`src/asr_pkg.sv`:
```
// shared constants for the audio serial status register block
package asr_pkg;
  // register byte offsets
  localparam logic [11:0] ASR_STATUS_OFS = 12'h000;
  localparam logic [11:0] ASR_TXCTL_OFS = 12'h004;
  localparam logic [11:0] ASR_RXCTL_OFS = 12'h008;
  localparam logic [11:0] ASR_MASK_OFS = 12'h00c;
  // reset values
  localparam logic [31:0] ASR_STATUS_RST = 32'h0000_0808;
  localparam logic [31:0] ASR_TXCTL_RST = 32'h0000_0000;
  localparam logic [31:0] ASR_RXCTL_RST = 32'h0000_0008;
  localparam logic [31:0] ASR_MASK_RST = 32'h0000_0000;
  // status word field positions
  localparam int ASR_RXERR_BIT = 15;
  localparam int ASR_RXL_BIT = 14;
  localparam int ASR_RXR_BIT = 13;
  localparam int ASR_TXL_FLD_LSB = 8;
  localparam int ASR_TXERR_BIT = 7;
  localparam int ASR_TXL_BIT = 6;
  localparam int ASR_TXR_BIT = 5;
  localparam int ASR_TXR_FLD_LSB = 0;
  localparam int ASR_WS_HI_LSB = 29;
  localparam int ASR_RXL_FLD_LSB = 24;
  localparam int ASR_WS_LO_LSB = 21;
  localparam int ASR_RXR_FLD_LSB = 16;
  // control register field positions (same layout for transmit and receive)
  localparam int ASR_CTL_RIGHT_BIT = 0;
  localparam int ASR_CTL_LEFT_BIT = 1;
  localparam int ASR_CTL_ERR_BIT = 2;
  localparam int ASR_CTL_MODE_BIT = 3;
  localparam int ASR_CTL_THR_LSB = 4;
  localparam int ASR_THR_W = 4;
  // fifo status field codes
  localparam logic [4:0] ASR_FLD_OVERRUN = 5'h1f;
  localparam logic [4:0] ASR_FLD_UNDERRUN = 5'h1e;
  localparam logic [3:0] ASR_FIFO_DEPTH = 4'h8;
  localparam logic [4:0] ASR_WS_MAX = 5'h1f;
endpackage

```
`src/asr_ws_if.sv`:
```
// carrier between the status register and the word-select length meter
`timescale 1ns/100ps
interface asr_ws_if (
  input wire logic pclk,
  input wire logic presetn
);
  logic ws_pin;
  logic bclk_pin;
  logic [4:0] length;
  modport meter (input pclk, input presetn, input ws_pin, input bclk_pin, output length);
  modport host (output ws_pin, output bclk_pin, input length);
endinterface

```
`src/asr_ws_meter.sv`:
```
// measures one word-select phase in serial bit-clock periods
`timescale 1ns/100ps
module asr_ws_meter (
  asr_ws_if.meter ws
);
  import asr_pkg::*;

  logic bclk_prev_q;
  logic ws_last_q;
  logic [4:0] cnt_q;
  logic [4:0] len_q;
  wire bclk_rise = ws.bclk_pin & ~bclk_prev_q;
  wire phase_end = bclk_rise & (ws.ws_pin != ws_last_q);
  wire [4:0] cnt_inc = (cnt_q == ASR_WS_MAX) ? cnt_q : cnt_q + 5'h01;

  ////////////////////////////////////////////////////////////////////////////
  // pins are synchronous to pclk, so edges are found by a plain delayed copy
  always_ff @(posedge ws.pclk or negedge ws.presetn) begin
    if (!ws.presetn) begin
      bclk_prev_q <= 1'b0;
      ws_last_q <= 1'b0;
      cnt_q <= 5'h00;
      len_q <= 5'h00;
    end else begin
      bclk_prev_q <= ws.bclk_pin;
      if (bclk_rise) begin
        ws_last_q <= ws.ws_pin;
        cnt_q <= phase_end ? 5'h01 : cnt_inc; // saturates, long phases read 31
      end
      if (phase_end) begin
        len_q <= cnt_q;
      end
    end
  end

  assign ws.length = len_q;

  AST_WS_LATCH: assert property (@(posedge ws.pclk) disable iff (!ws.presetn)
    phase_end |=> ws.length == $past(cnt_q))
    else $error("word-select length not latched at phase end");
endmodule

```
`src/asr_status.sv`:
```
// audio serial status register with pending bits, control bits and apb slave
`timescale 1ns/100ps
module asr_status (
  input wire logic pclk,
  input wire logic presetn,
  input wire logic psel,
  input wire logic penable,
  input wire logic pwrite,
  input wire logic [11:0] paddr,
  input wire logic [31:0] pwdata,
  output logic [31:0] prdata,
  output logic pready,
  output logic pslverr,
  input wire logic [3:0] tx_right_level,
  input wire logic [3:0] tx_left_level,
  input wire logic [3:0] rx_right_level,
  input wire logic [3:0] rx_left_level,
  input wire logic tx_right_wr_full,
  input wire logic tx_right_rd_empty,
  input wire logic tx_left_wr_full,
  input wire logic tx_left_rd_empty,
  input wire logic rx_right_wr_full,
  input wire logic rx_right_rd_empty,
  input wire logic rx_left_wr_full,
  input wire logic rx_left_rd_empty,
  input wire logic word_select_pin,
  input wire logic serial_bit_clock_pin,
  output logic irq
);
  import asr_pkg::*;

  ////////////////////////////////////////////////////////////////////////////
  // field encoding shared by all four fifo fields
  function automatic logic [4:0] fifo_field(
    input logic [3:0] filled,
    input logic wr_full,
    input logic rd_empty,
    input logic count_filled
  );
    logic [3:0] shown;
    shown = count_filled ? filled : ASR_FIFO_DEPTH - filled;
    if (wr_full) begin
      fifo_field = ASR_FLD_OVERRUN;
    end else if (rd_empty) begin
      fifo_field = ASR_FLD_UNDERRUN;
    end else begin
      fifo_field = {1'b0, shown};
    end
  endfunction

  ////////////////////////////////////////////////////////////////////////////
  // registers
  logic [31:0] tx_ctl_q;
  logic [31:0] rx_ctl_q;
  logic [5:0] mask_q;
  logic [5:0] pend_q;
  logic [5:0] pend_d;
  logic [31:0] prdata_q;
  logic pready_q;
  logic pslverr_q;
  logic irq_q;

  ////////////////////////////////////////////////////////////////////////////
  // word-select length meter
  asr_ws_if ws_bus (
    .pclk(pclk),
    .presetn(presetn)
  );
  assign ws_bus.ws_pin = word_select_pin;
  assign ws_bus.bclk_pin = serial_bit_clock_pin;

  asr_ws_meter u_meter (
    .ws(ws_bus.meter)
  );

  ////////////////////////////////////////////////////////////////////////////
  // control bit decode
  wire tx_right_irq_enable = tx_ctl_q[ASR_CTL_RIGHT_BIT];
  wire tx_left_irq_enable = tx_ctl_q[ASR_CTL_LEFT_BIT];
  wire tx_error_irq_enable = tx_ctl_q[ASR_CTL_ERR_BIT];
  wire tx_count_mode = tx_ctl_q[ASR_CTL_MODE_BIT];
  wire [3:0] tx_level_threshold = tx_ctl_q[ASR_CTL_THR_LSB +: ASR_THR_W];
  wire rx_right_irq_enable = rx_ctl_q[ASR_CTL_RIGHT_BIT];
  wire rx_left_irq_enable = rx_ctl_q[ASR_CTL_LEFT_BIT];
  wire rx_error_irq_enable = rx_ctl_q[ASR_CTL_ERR_BIT];
  wire rx_count_mode = rx_ctl_q[ASR_CTL_MODE_BIT];
  wire [3:0] rx_level_threshold = rx_ctl_q[ASR_CTL_THR_LSB +: ASR_THR_W];

  ////////////////////////////////////////////////////////////////////////////
  // live fifo fields; never latched, so an underrun can vanish before a read
  wire [4:0] tx_right_fill_level = fifo_field(tx_right_level, tx_right_wr_full,
                                              tx_right_rd_empty, tx_count_mode);
  wire [4:0] tx_left_fill_level = fifo_field(tx_left_level, tx_left_wr_full,
                                             tx_left_rd_empty, tx_count_mode);
  wire [4:0] rx_right_fill_level = fifo_field(rx_right_level, rx_right_wr_full,
                                              rx_right_rd_empty, rx_count_mode);
  wire [4:0] rx_left_fill_level = fifo_field(rx_left_level, rx_left_wr_full,
                                             rx_left_rd_empty, rx_count_mode);
  wire [4:0] word_select_phase_length = ws_bus.length;

  ////////////////////////////////////////////////////////////////////////////
  // set conditions compare raw filled counts, so count mode has no say here
  wire set_txr = tx_right_irq_enable & (tx_right_level < tx_level_threshold);
  wire set_txl = tx_left_irq_enable & (tx_left_level < tx_level_threshold);
  wire set_txe = tx_error_irq_enable & (tx_right_rd_empty | tx_left_rd_empty);
  wire set_rxr = rx_right_irq_enable & (rx_right_level > rx_level_threshold);
  wire set_rxl = rx_left_irq_enable & (rx_left_level > rx_level_threshold);
  wire set_rxe = rx_error_irq_enable & (rx_right_wr_full | rx_left_wr_full);
  // pending order: rx err, rx left, rx right, tx err, tx left, tx right
  wire [5:0] pend_set = {set_rxe, set_rxl, set_rxr, set_txe, set_txl, set_txr};

  ////////////////////////////////////////////////////////////////////////////
  // status word assembly
  wire [31:0] status_word = {1'b0, word_select_phase_length[4:3], rx_left_fill_level,
                             word_select_phase_length[2:0], rx_right_fill_level,
                             pend_q[5], pend_q[4], pend_q[3], tx_left_fill_level,
                             pend_q[2], pend_q[1], pend_q[0], tx_right_fill_level};
  wire [31:0] mask_word = {16'h0000, mask_q[5], mask_q[4], mask_q[3], 5'h00,
                           mask_q[2], mask_q[1], mask_q[0], 5'h00};

  ////////////////////////////////////////////////////////////////////////////
  // apb decode; one wait state gives the read data a flop to come from
  wire apb_acc = psel & penable;
  wire apb_first = apb_acc & ~pready_q;
  wire apb_done = apb_acc & pready_q;
  wire [11:0] word_addr = {paddr[11:2], 2'b00};
  wire hit_status = (word_addr == ASR_STATUS_OFS);
  wire hit_txctl = (word_addr == ASR_TXCTL_OFS);
  wire hit_rxctl = (word_addr == ASR_RXCTL_OFS);
  wire hit_mask = (word_addr == ASR_MASK_OFS);
  wire hit_any = hit_status | hit_txctl | hit_rxctl | hit_mask;
  wire wr_done = apb_done & pwrite & hit_any;
  wire [31:0] rd_mux = hit_status ? status_word :
                       hit_txctl ? tx_ctl_q :
                       hit_rxctl ? rx_ctl_q :
                       hit_mask ? mask_word : 32'h0000_0000;
  wire [5:0] wr_pend_bits = {pwdata[ASR_RXERR_BIT], pwdata[ASR_RXL_BIT], pwdata[ASR_RXR_BIT],
                             pwdata[ASR_TXERR_BIT], pwdata[ASR_TXL_BIT], pwdata[ASR_TXR_BIT]};
  wire [5:0] pend_clr = (wr_done & hit_status) ? wr_pend_bits : 6'h00;

  // a set in the clearing cycle wins, so a lasting condition keeps its bit
  assign pend_d = pend_set | (pend_q & ~pend_clr);

  ////////////////////////////////////////////////////////////////////////////
  // apb handshake and read data
  always_ff @(posedge pclk or negedge presetn) begin
    if (!presetn) begin
      pready_q <= 1'b0;
      pslverr_q <= 1'b0;
      prdata_q <= 32'h0000_0000;
    end else begin
      pready_q <= apb_first;
      pslverr_q <= apb_first & ~hit_any;
      if (apb_first && !pwrite) begin
        prdata_q <= rd_mux;
      end
    end
  end

  ////////////////////////////////////////////////////////////////////////////
  // control and mask registers
  always_ff @(posedge pclk or negedge presetn) begin
    if (!presetn) begin
      tx_ctl_q <= ASR_TXCTL_RST;
      rx_ctl_q <= ASR_RXCTL_RST;
      mask_q <= ASR_MASK_RST[5:0];
    end else if (wr_done) begin
      if (hit_txctl) begin
        tx_ctl_q <= {24'h000000, pwdata[7:0]};
      end
      if (hit_rxctl) begin
        rx_ctl_q <= {24'h000000, pwdata[7:0]};
      end
      if (hit_mask) begin
        mask_q <= wr_pend_bits;
      end
    end
  end

  ////////////////////////////////////////////////////////////////////////////
  // pending bits and the single interrupt line
  always_ff @(posedge pclk or negedge presetn) begin
    if (!presetn) begin
      pend_q <= 6'h00;
      irq_q <= 1'b0;
    end else begin
      pend_q <= pend_d;
      irq_q <= |(pend_q & mask_q);
    end
  end

  assign prdata = prdata_q;
  assign pready = pready_q;
  assign pslverr = pslverr_q;
  assign irq = irq_q;

  ////////////////////////////////////////////////////////////////////////////
  // checks
  AST_RESET_WORD: assert property (@(posedge pclk)
    ($rose(presetn) && tx_right_level == 4'h0 && tx_left_level == 4'h0 &&
     rx_right_level == 4'h0 && rx_left_level == 4'h0 &&
     !tx_right_wr_full && !tx_right_rd_empty && !tx_left_wr_full && !tx_left_rd_empty &&
     !rx_right_wr_full && !rx_right_rd_empty && !rx_left_wr_full && !rx_left_rd_empty)
    |-> status_word == ASR_STATUS_RST)
    else $error("status word differs from reset value");

  AST_STICKY: assert property (@(posedge pclk) disable iff (!presetn)
    (pend_q[1] && !(wr_done && hit_status && pwdata[ASR_TXL_BIT])) |=> pend_q[1])
    else $error("tx left pending dropped without a clear");

  AST_IRQ_GATE: assert property (@(posedge pclk) disable iff (!presetn)
    (pend_q & mask_q) == 6'h00 ##1 (pend_q & mask_q) == 6'h00 |=> !irq)
    else $error("interrupt raised with no unmasked pending bit");

  AST_IRQ_RAISE: assert property (@(posedge pclk) disable iff (!presetn)
    (pend_q & mask_q) != 6'h00 |=> irq)
    else $error("interrupt missing for unmasked pending bit");

  AST_TX_FIELD_CODE: assert property (@(posedge pclk) disable iff (!presetn)
    tx_right_wr_full |-> status_word[4:0] == 5'h1f)
    else $error("tx right field not 1f on write while full");

  AST_TX_UNDERRUN_CODE: assert property (@(posedge pclk) disable iff (!presetn)
    (!tx_left_wr_full && tx_left_rd_empty) |-> status_word[12:8] == 5'h1e)
    else $error("tx left field not 1e on read while empty");

  AST_COUNT_MODE: assert property (@(posedge pclk) disable iff (!presetn)
    (!tx_right_wr_full && !tx_right_rd_empty) |->
      status_word[4:0] == (tx_count_mode ? {1'b0, tx_right_level} : 5'h08 - {1'b0, tx_right_level}))
    else $error("tx right field ignores count mode");

  AST_TXR_SET: assert property (@(posedge pclk) disable iff (!presetn)
    (tx_ctl_q[0] && tx_right_level < tx_ctl_q[7:4]) |=> status_word[5])
    else $error("tx right pending not set below threshold");

  AST_W1C: assert property (@(posedge pclk) disable iff (!presetn)
    (wr_done && hit_status && pwdata[ASR_TXR_BIT] && !set_txr) |=> !pend_q[0])
    else $error("tx right pending not cleared by writing one");

  AST_TX_ERR: assert property (@(posedge pclk) disable iff (!presetn)
    (tx_ctl_q[2] && (tx_right_rd_empty || tx_left_rd_empty)) |=> status_word[7])
    else $error("tx error pending not set on underrun");

  AST_RX_ERR: assert property (@(posedge pclk) disable iff (!presetn)
    (rx_ctl_q[2] && (rx_right_wr_full || rx_left_wr_full)) |=> status_word[15])
    else $error("rx error pending not set on overrun");

  AST_APB_WAIT: assert property (@(posedge pclk) disable iff (!presetn)
    (psel && penable && !pready) |=> pready)
    else $error("apb access not answered after one wait state");

  AST_TXL_SET: assert property (@(posedge pclk) disable iff (!presetn)
    (tx_left_irq_enable && tx_left_level < tx_level_threshold) |=> status_word[ASR_TXL_BIT])
    else $error("tx left pending not set below threshold");

  AST_RXR_SET: assert property (@(posedge pclk) disable iff (!presetn)
    (rx_right_irq_enable && rx_right_level > rx_level_threshold) |=> status_word[ASR_RXR_BIT])
    else $error("rx right pending not set above threshold");

  AST_RXL_SET: assert property (@(posedge pclk) disable iff (!presetn)
    (rx_left_irq_enable && rx_left_level > rx_level_threshold) |=> status_word[ASR_RXL_BIT])
    else $error("rx left pending not set above threshold");

  AST_TXR_QUIET: assert property (@(posedge pclk) disable iff (!presetn)
    (!tx_right_irq_enable && !pend_q[0]) |=> !pend_q[0])
    else $error("tx right pending set while its enable is off");

  AST_RXE_QUIET: assert property (@(posedge pclk) disable iff (!presetn)
    (!rx_error_irq_enable && !pend_q[5]) |=> !pend_q[5])
    else $error("rx error pending set while its enable is off");

  AST_SET_WINS: assert property (@(posedge pclk) disable iff (!presetn)
    (wr_done && hit_status && pwdata[ASR_TXR_BIT] && set_txr) |=> pend_q[0])
    else $error("tx right pending cleared while its condition lasts");

  AST_WRITE_ZERO: assert property (@(posedge pclk) disable iff (!presetn)
    (pend_q[2] && wr_done && hit_status && !pwdata[ASR_TXERR_BIT]) |=> pend_q[2])
    else $error("tx error pending dropped by writing zero");

  AST_RXE_STICKY: assert property (@(posedge pclk) disable iff (!presetn)
    (pend_q[5] && !(wr_done && hit_status && pwdata[ASR_RXERR_BIT])) |=> pend_q[5])
    else $error("rx error pending dropped without a clear");

  AST_TXE_W1C: assert property (@(posedge pclk) disable iff (!presetn)
    (wr_done && hit_status && pwdata[ASR_TXERR_BIT] && !set_txe) |=> !pend_q[2])
    else $error("tx error pending not cleared by writing one");

  AST_TXR_LIVE: assert property (@(posedge pclk) disable iff (!presetn)
    (!tx_right_wr_full && !tx_right_rd_empty) |-> status_word[4:0] <= {1'b0, ASR_FIFO_DEPTH})
    else $error("tx right field holds an error code after the condition went");

  AST_TXL_LIVE: assert property (@(posedge pclk) disable iff (!presetn)
    (!tx_left_wr_full && !tx_left_rd_empty) |-> status_word[12:8] <= {1'b0, ASR_FIFO_DEPTH})
    else $error("tx left field holds an error code after the condition went");

  AST_TXL_OVERRUN: assert property (@(posedge pclk) disable iff (!presetn)
    tx_left_wr_full |-> status_word[12:8] == ASR_FLD_OVERRUN)
    else $error("tx left field not 1f on write while full");

  AST_TXR_UNDERRUN: assert property (@(posedge pclk) disable iff (!presetn)
    (!tx_right_wr_full && tx_right_rd_empty) |-> status_word[4:0] == ASR_FLD_UNDERRUN)
    else $error("tx right field not 1e on read while empty");

  AST_TXL_COUNT: assert property (@(posedge pclk) disable iff (!presetn)
    (!tx_left_wr_full && !tx_left_rd_empty && tx_count_mode) |-> status_word[12:8] == {1'b0, tx_left_level})
    else $error("tx left field does not show filled words");

  AST_THR_RAW: assert property (@(posedge pclk) disable iff (!presetn)
    (tx_right_irq_enable && tx_right_level >= tx_level_threshold && !pend_q[0]) |=> !pend_q[0])
    else $error("tx right request depends on the count mode");

  AST_WS_FIELD: assert property (@(posedge pclk) disable iff (!presetn)
    !status_word[31] && {status_word[30:29], status_word[23:21]} == ws_bus.length)
    else $error("word-select length misplaced in the status word");

  AST_IRQ_ORIGIN: assert property (@(posedge pclk) disable iff (!presetn)
    irq |-> $past(pend_q & mask_q) != 6'h00)
    else $error("interrupt high with no unmasked pending bit before it");

  AST_PREADY_PULSE: assert property (@(posedge pclk) disable iff (!presetn)
    pready |=> !pready)
    else $error("pready held longer than one cycle");

  AST_SLVERR_QUAL: assert property (@(posedge pclk) disable iff (!presetn)
    pslverr |-> pready)
    else $error("pslverr without pready");

  AST_RDATA_HOLD: assert property (@(posedge pclk) disable iff (!presetn)
    !(psel && penable && !pwrite && !pready) |=> $stable(prdata))
    else $error("read data changed with no read access");
endmodule

```
`config.mk`:
```
export PLATFORM = sky130hd
export DESIGN_NAME = asr_status
export DESIGN_NICKNAME = d
export VERILOG_FILES = /design/src/asr_pkg.sv /design/src/asr_ws_if.sv /design/src/asr_ws_meter.sv /design/src/asr_status.sv
export SDC_FILE = /design/constraint.sdc
export NUM_CORES = 1
export LEC_CHECK = 0
export ABC_CLOCK_PERIOD_IN_PS = 3300
export BUFFER_PORTS_ARGS = -buffer_cell sky130_fd_sc_hd__clkbuf_2
export CAP_MARGIN = 10
export CELL_PAD_IN_SITES_DETAIL_PLACEMENT = 1
export CELL_PAD_IN_SITES_GLOBAL_PLACEMENT = 2
export CORE_ASPECT_RATIO = 1.1
export CORE_UTILIZATION = 25
export CTS_CLUSTER_SIZE = 30
export DETAILED_ROUTE_END_ITERATION = 7
export GPL_ROUTABILITY_DRIVEN = 1
export PLACE_DENSITY = 0.63
export SLEW_MARGIN = 0
export SYNTH_ARGS = -nofsm -noshare
export SYNTH_HDL_FRONTEND = slang
export SYNTH_HIERARCHICAL = 1
export SYNTH_SLANG_ARGS = --single-unit
```
`constraint.sdc`:
```
create_clock -name pclk -period 3.3 [get_ports pclk]
set_input_delay 0.495 -clock pclk [delete_from_list [all_inputs] [get_ports pclk]]
set_output_delay 0.495 -clock pclk [all_outputs]
set_load 0.02 [all_outputs]
```
==> metrics.txt <==
status complete, no violations; post-CTS setup repair buffer count 0; worst-skew pair later-pin latency 340 ps; main combinational cell family by area after synthesis compound AO/OA/AOI/OAI gates; fill cell count 1,682; share of cells above drive strength 1 31.72%; number of global-route vias before repair 3,395; Ports 110; final WL 11,150 µm; LEAKAGE 2.298 nW; # rows 46; Synth area leaders dfrtp_1 (48%), ha_1 (6.6%), mux2_2 (6.5%); Avg Inst Size Synth 11.08 µm²; simple-gate portion of the synthesized area 13.60%; sequential share of the synthesized area 48.64%; CTS HTree Levels 3; first-pass GRT wire length 18,310 µm; RSZ-0062 raised after global routing no; Fin. Hold Viols 0; clock sink count 74; commonest non-fill, non-tap cell in the layout clkbuf_2; CTS Hold Bufs 0; period utilisation layout 67.86%; Final Max Slew Viols 0; number of synthesized flops with an enable pin 0; Die ar. 0.01574 mm²; share of the synthesized area in the top cell type 47.95%; area grow syn2layout 24.83%; Worst Path Arrival 2460 ps; Port Buf Inserts 85; GPL Wtd Cong 0.7740; routed length per instance 17.78 µm; Distinct cells, synth 53; CP endpoint kind register; CP Class in -> reg; cts bufs inserted 9; Max FO, Critical Path 8; Worst IR Drop VDD 0.2018 mV; Final TNS setup 0 ps; Least-Margin Pin Slew 984.7 ps; Reg clk slew, reported paths 60 ps; gr ovfl total 0; XOR/XNOR share of the synthesized area 1.839%; CTS tree done; synthesized instance count 344; total of max-cap violations 0; largest net degree at the start of global routing 75; Tot GR Track Use 15.30%; post_cts resized 0; Final nets 525; total power 2.296 mW; hpwl dp 8380 µm; DR vias 2,981; mux cell area share after synthesis 10.71%; clock buffer depth 2; Storage cell area 0.001853 mm²; antenna diode count 0; Primary FF master, synth dfrtp_1; Detail Route Antenna Nets 0; Die Ht 131.5 µm; Die W 119.7 µm; CTS root buf clkbuf_16; syn nets 439; Pwr Density 482.7 mW/mm²; Synth Area in Adders 6.568%; DRT Pass-1 Iters 4; DR vias/cell 4.754; HP Class in -> async; Initial DRC Count 111; async set-reset flop share out of synthesis 100.0%; Slew HR 34.35%; Final min period 2239 ps; Post-route DRC 0; FF+latch count, synth 74; CP required 3520 ps; Post-Synthesis Cell Area 0.003810 mm²; Worst setup SP type input pin; Worst Clk Skew 5.209 ps; final setup violation count 0; initial cell density of the core 25.96%; leading cell types in the layout, fill and taps excluded clkbuf_2 (84), dfrtp_1 (73), nand2_1 (29), inv_1 (27), mux2_2 (22); Max Fclk 0.4466 GHz; initial antenna violation count 0; Multi-input gate area 0.001790 mm²; yosys warns 6; cell taking the most area after synthesis dfrtp_1; compound-cell area share of the yosys netlist 14.19%; total core area 0.01468 mm²
-- cells in the mapped netlist (3+ instances only) --
| cell type | instances |
|---|---|
| or3_1 | 4 |
| nand3_1 | 11 |
| o22ai_1 | 4 |
| or4_1 | 4 |
| mux2_4 | 5 |
| nand2b_1 | 4 |
| a22o_1 | 17 |
| o21ai_0 | 18 |
| mux2_1 | 4 |
| mux2i_1 | 4 |
| nand2_1 | 29 |
| nor2_1 | 12 |
| a221o_1 | 3 |
| inv_1 | 27 |
| nor3_4 | 3 |
| a221oi_1 | 4 |
| nand4_1 | 3 |
| ha_1 | 20 |
| a211o_1 | 3 |
| xnor2_1 | 8 |
| dfrtp_1 | 73 |
| a22oi_1 | 3 |
| mux2_2 | 22 |
| clkbuf_1 | 8 |
| o21a_1 | 3 |
| a21oi_1 | 8 |
| nor4_1 | 4 |
| a32o_1 | 4 |
-- through the flow --
stage          instances  setup WS [ps]  instance area [µm²]  utilization (%)  hold slack [ps]
2_1_floorplan        344          966.6                 3810                -            199.4
6_report             627           1061                 4756            32.40            301.5
4_1_cts              627           1044                 4756            32.40            320.0
5_1_grt              627          994.9                 4756            32.40            326.6
3_5_place_dp         611          687.9                 4436            30.22            476.3
3_3_place_gp         611          703.5                 4436            30.22            469.5
-- cells by family (layout without fill, tap and decap cells) --
logic type	count (synthesis)	after routing
and+or+nand+nor	91	91
AOI/OAI and AO/OA	75	75
DFF	74	74
buffers and inverters	40	131
muxes	35	35
adders and majority gates	20	20
xor gates and xnor gates	8	8
other	1	1
-- state kept, by name, indices dropped and copies added (netlist names) --
register,count
prdata,31
u_meter/cnt_q,5
u_meter/ws.length,5
u_meter/ws_last_q,1
u_meter/bclk_prev_q,1
mask_q,6
pslverr,1
irq,1
tx_ctl_q,8
rx_ctl_q,8
pready,1
pend_q,6
-- critical path, cell delays in order --
cell,delay (ps)
clkbuf_2,80
or4_1,630
or3_4,470
nor3_4,400
mux2_2,390
-- where the power goes --
part / switching (mW) / internal [mW]
combinational: 0.126 / 0.114
sequential: 0.0420 / 0.957
clock: 0.377 / 0.680
total: 0.544 / 1.75
-- worst paths after layout --
| kind | start | end | slack, ps | depth (start not counted) |
|---|---|---|---|---|
| setup / recovery | paddr[9] | tx_ctl_q[6] | 1060 | 5 |
| hold / removal | presetn | prdata[0] | 300 | 1 |
| setup reg to reg | pready | prdata[7] | 1210 | 5 |
| hold reg to reg | prdata[12] | prdata[12] | 480 | 2 |
| max in group asynchronous | presetn | prdata[25] | 2340 | 1 |
| min in group pclk | serial_bit_clock_pin | u_meter/bclk_prev_q | 330 | 1 |
-- final cells by class --
class | count | area share, %
clock buffers | 11 | 5.104
clock inverters | 5 | 1.631
multi-input cells | 230 | 37.65
well taps | 192 | 5.051
inverters | 27 | 2.131
repair buffers | 88 | 9.471
flip-flops and latches | 74 | 38.96
-- metal layers --
metal | vias up | track usage (%) | routed length [µm]
li1 | 1420 | - | -
met1 | 1479 | 18.89 | 4898
met2 | 65 | 25.05 | 5456
met3 | 17 | 3.429 | 484
met4 | 0 | 7.292 | 307
met5 | - | 0 | 0
(Power assumes the default switching activity.)
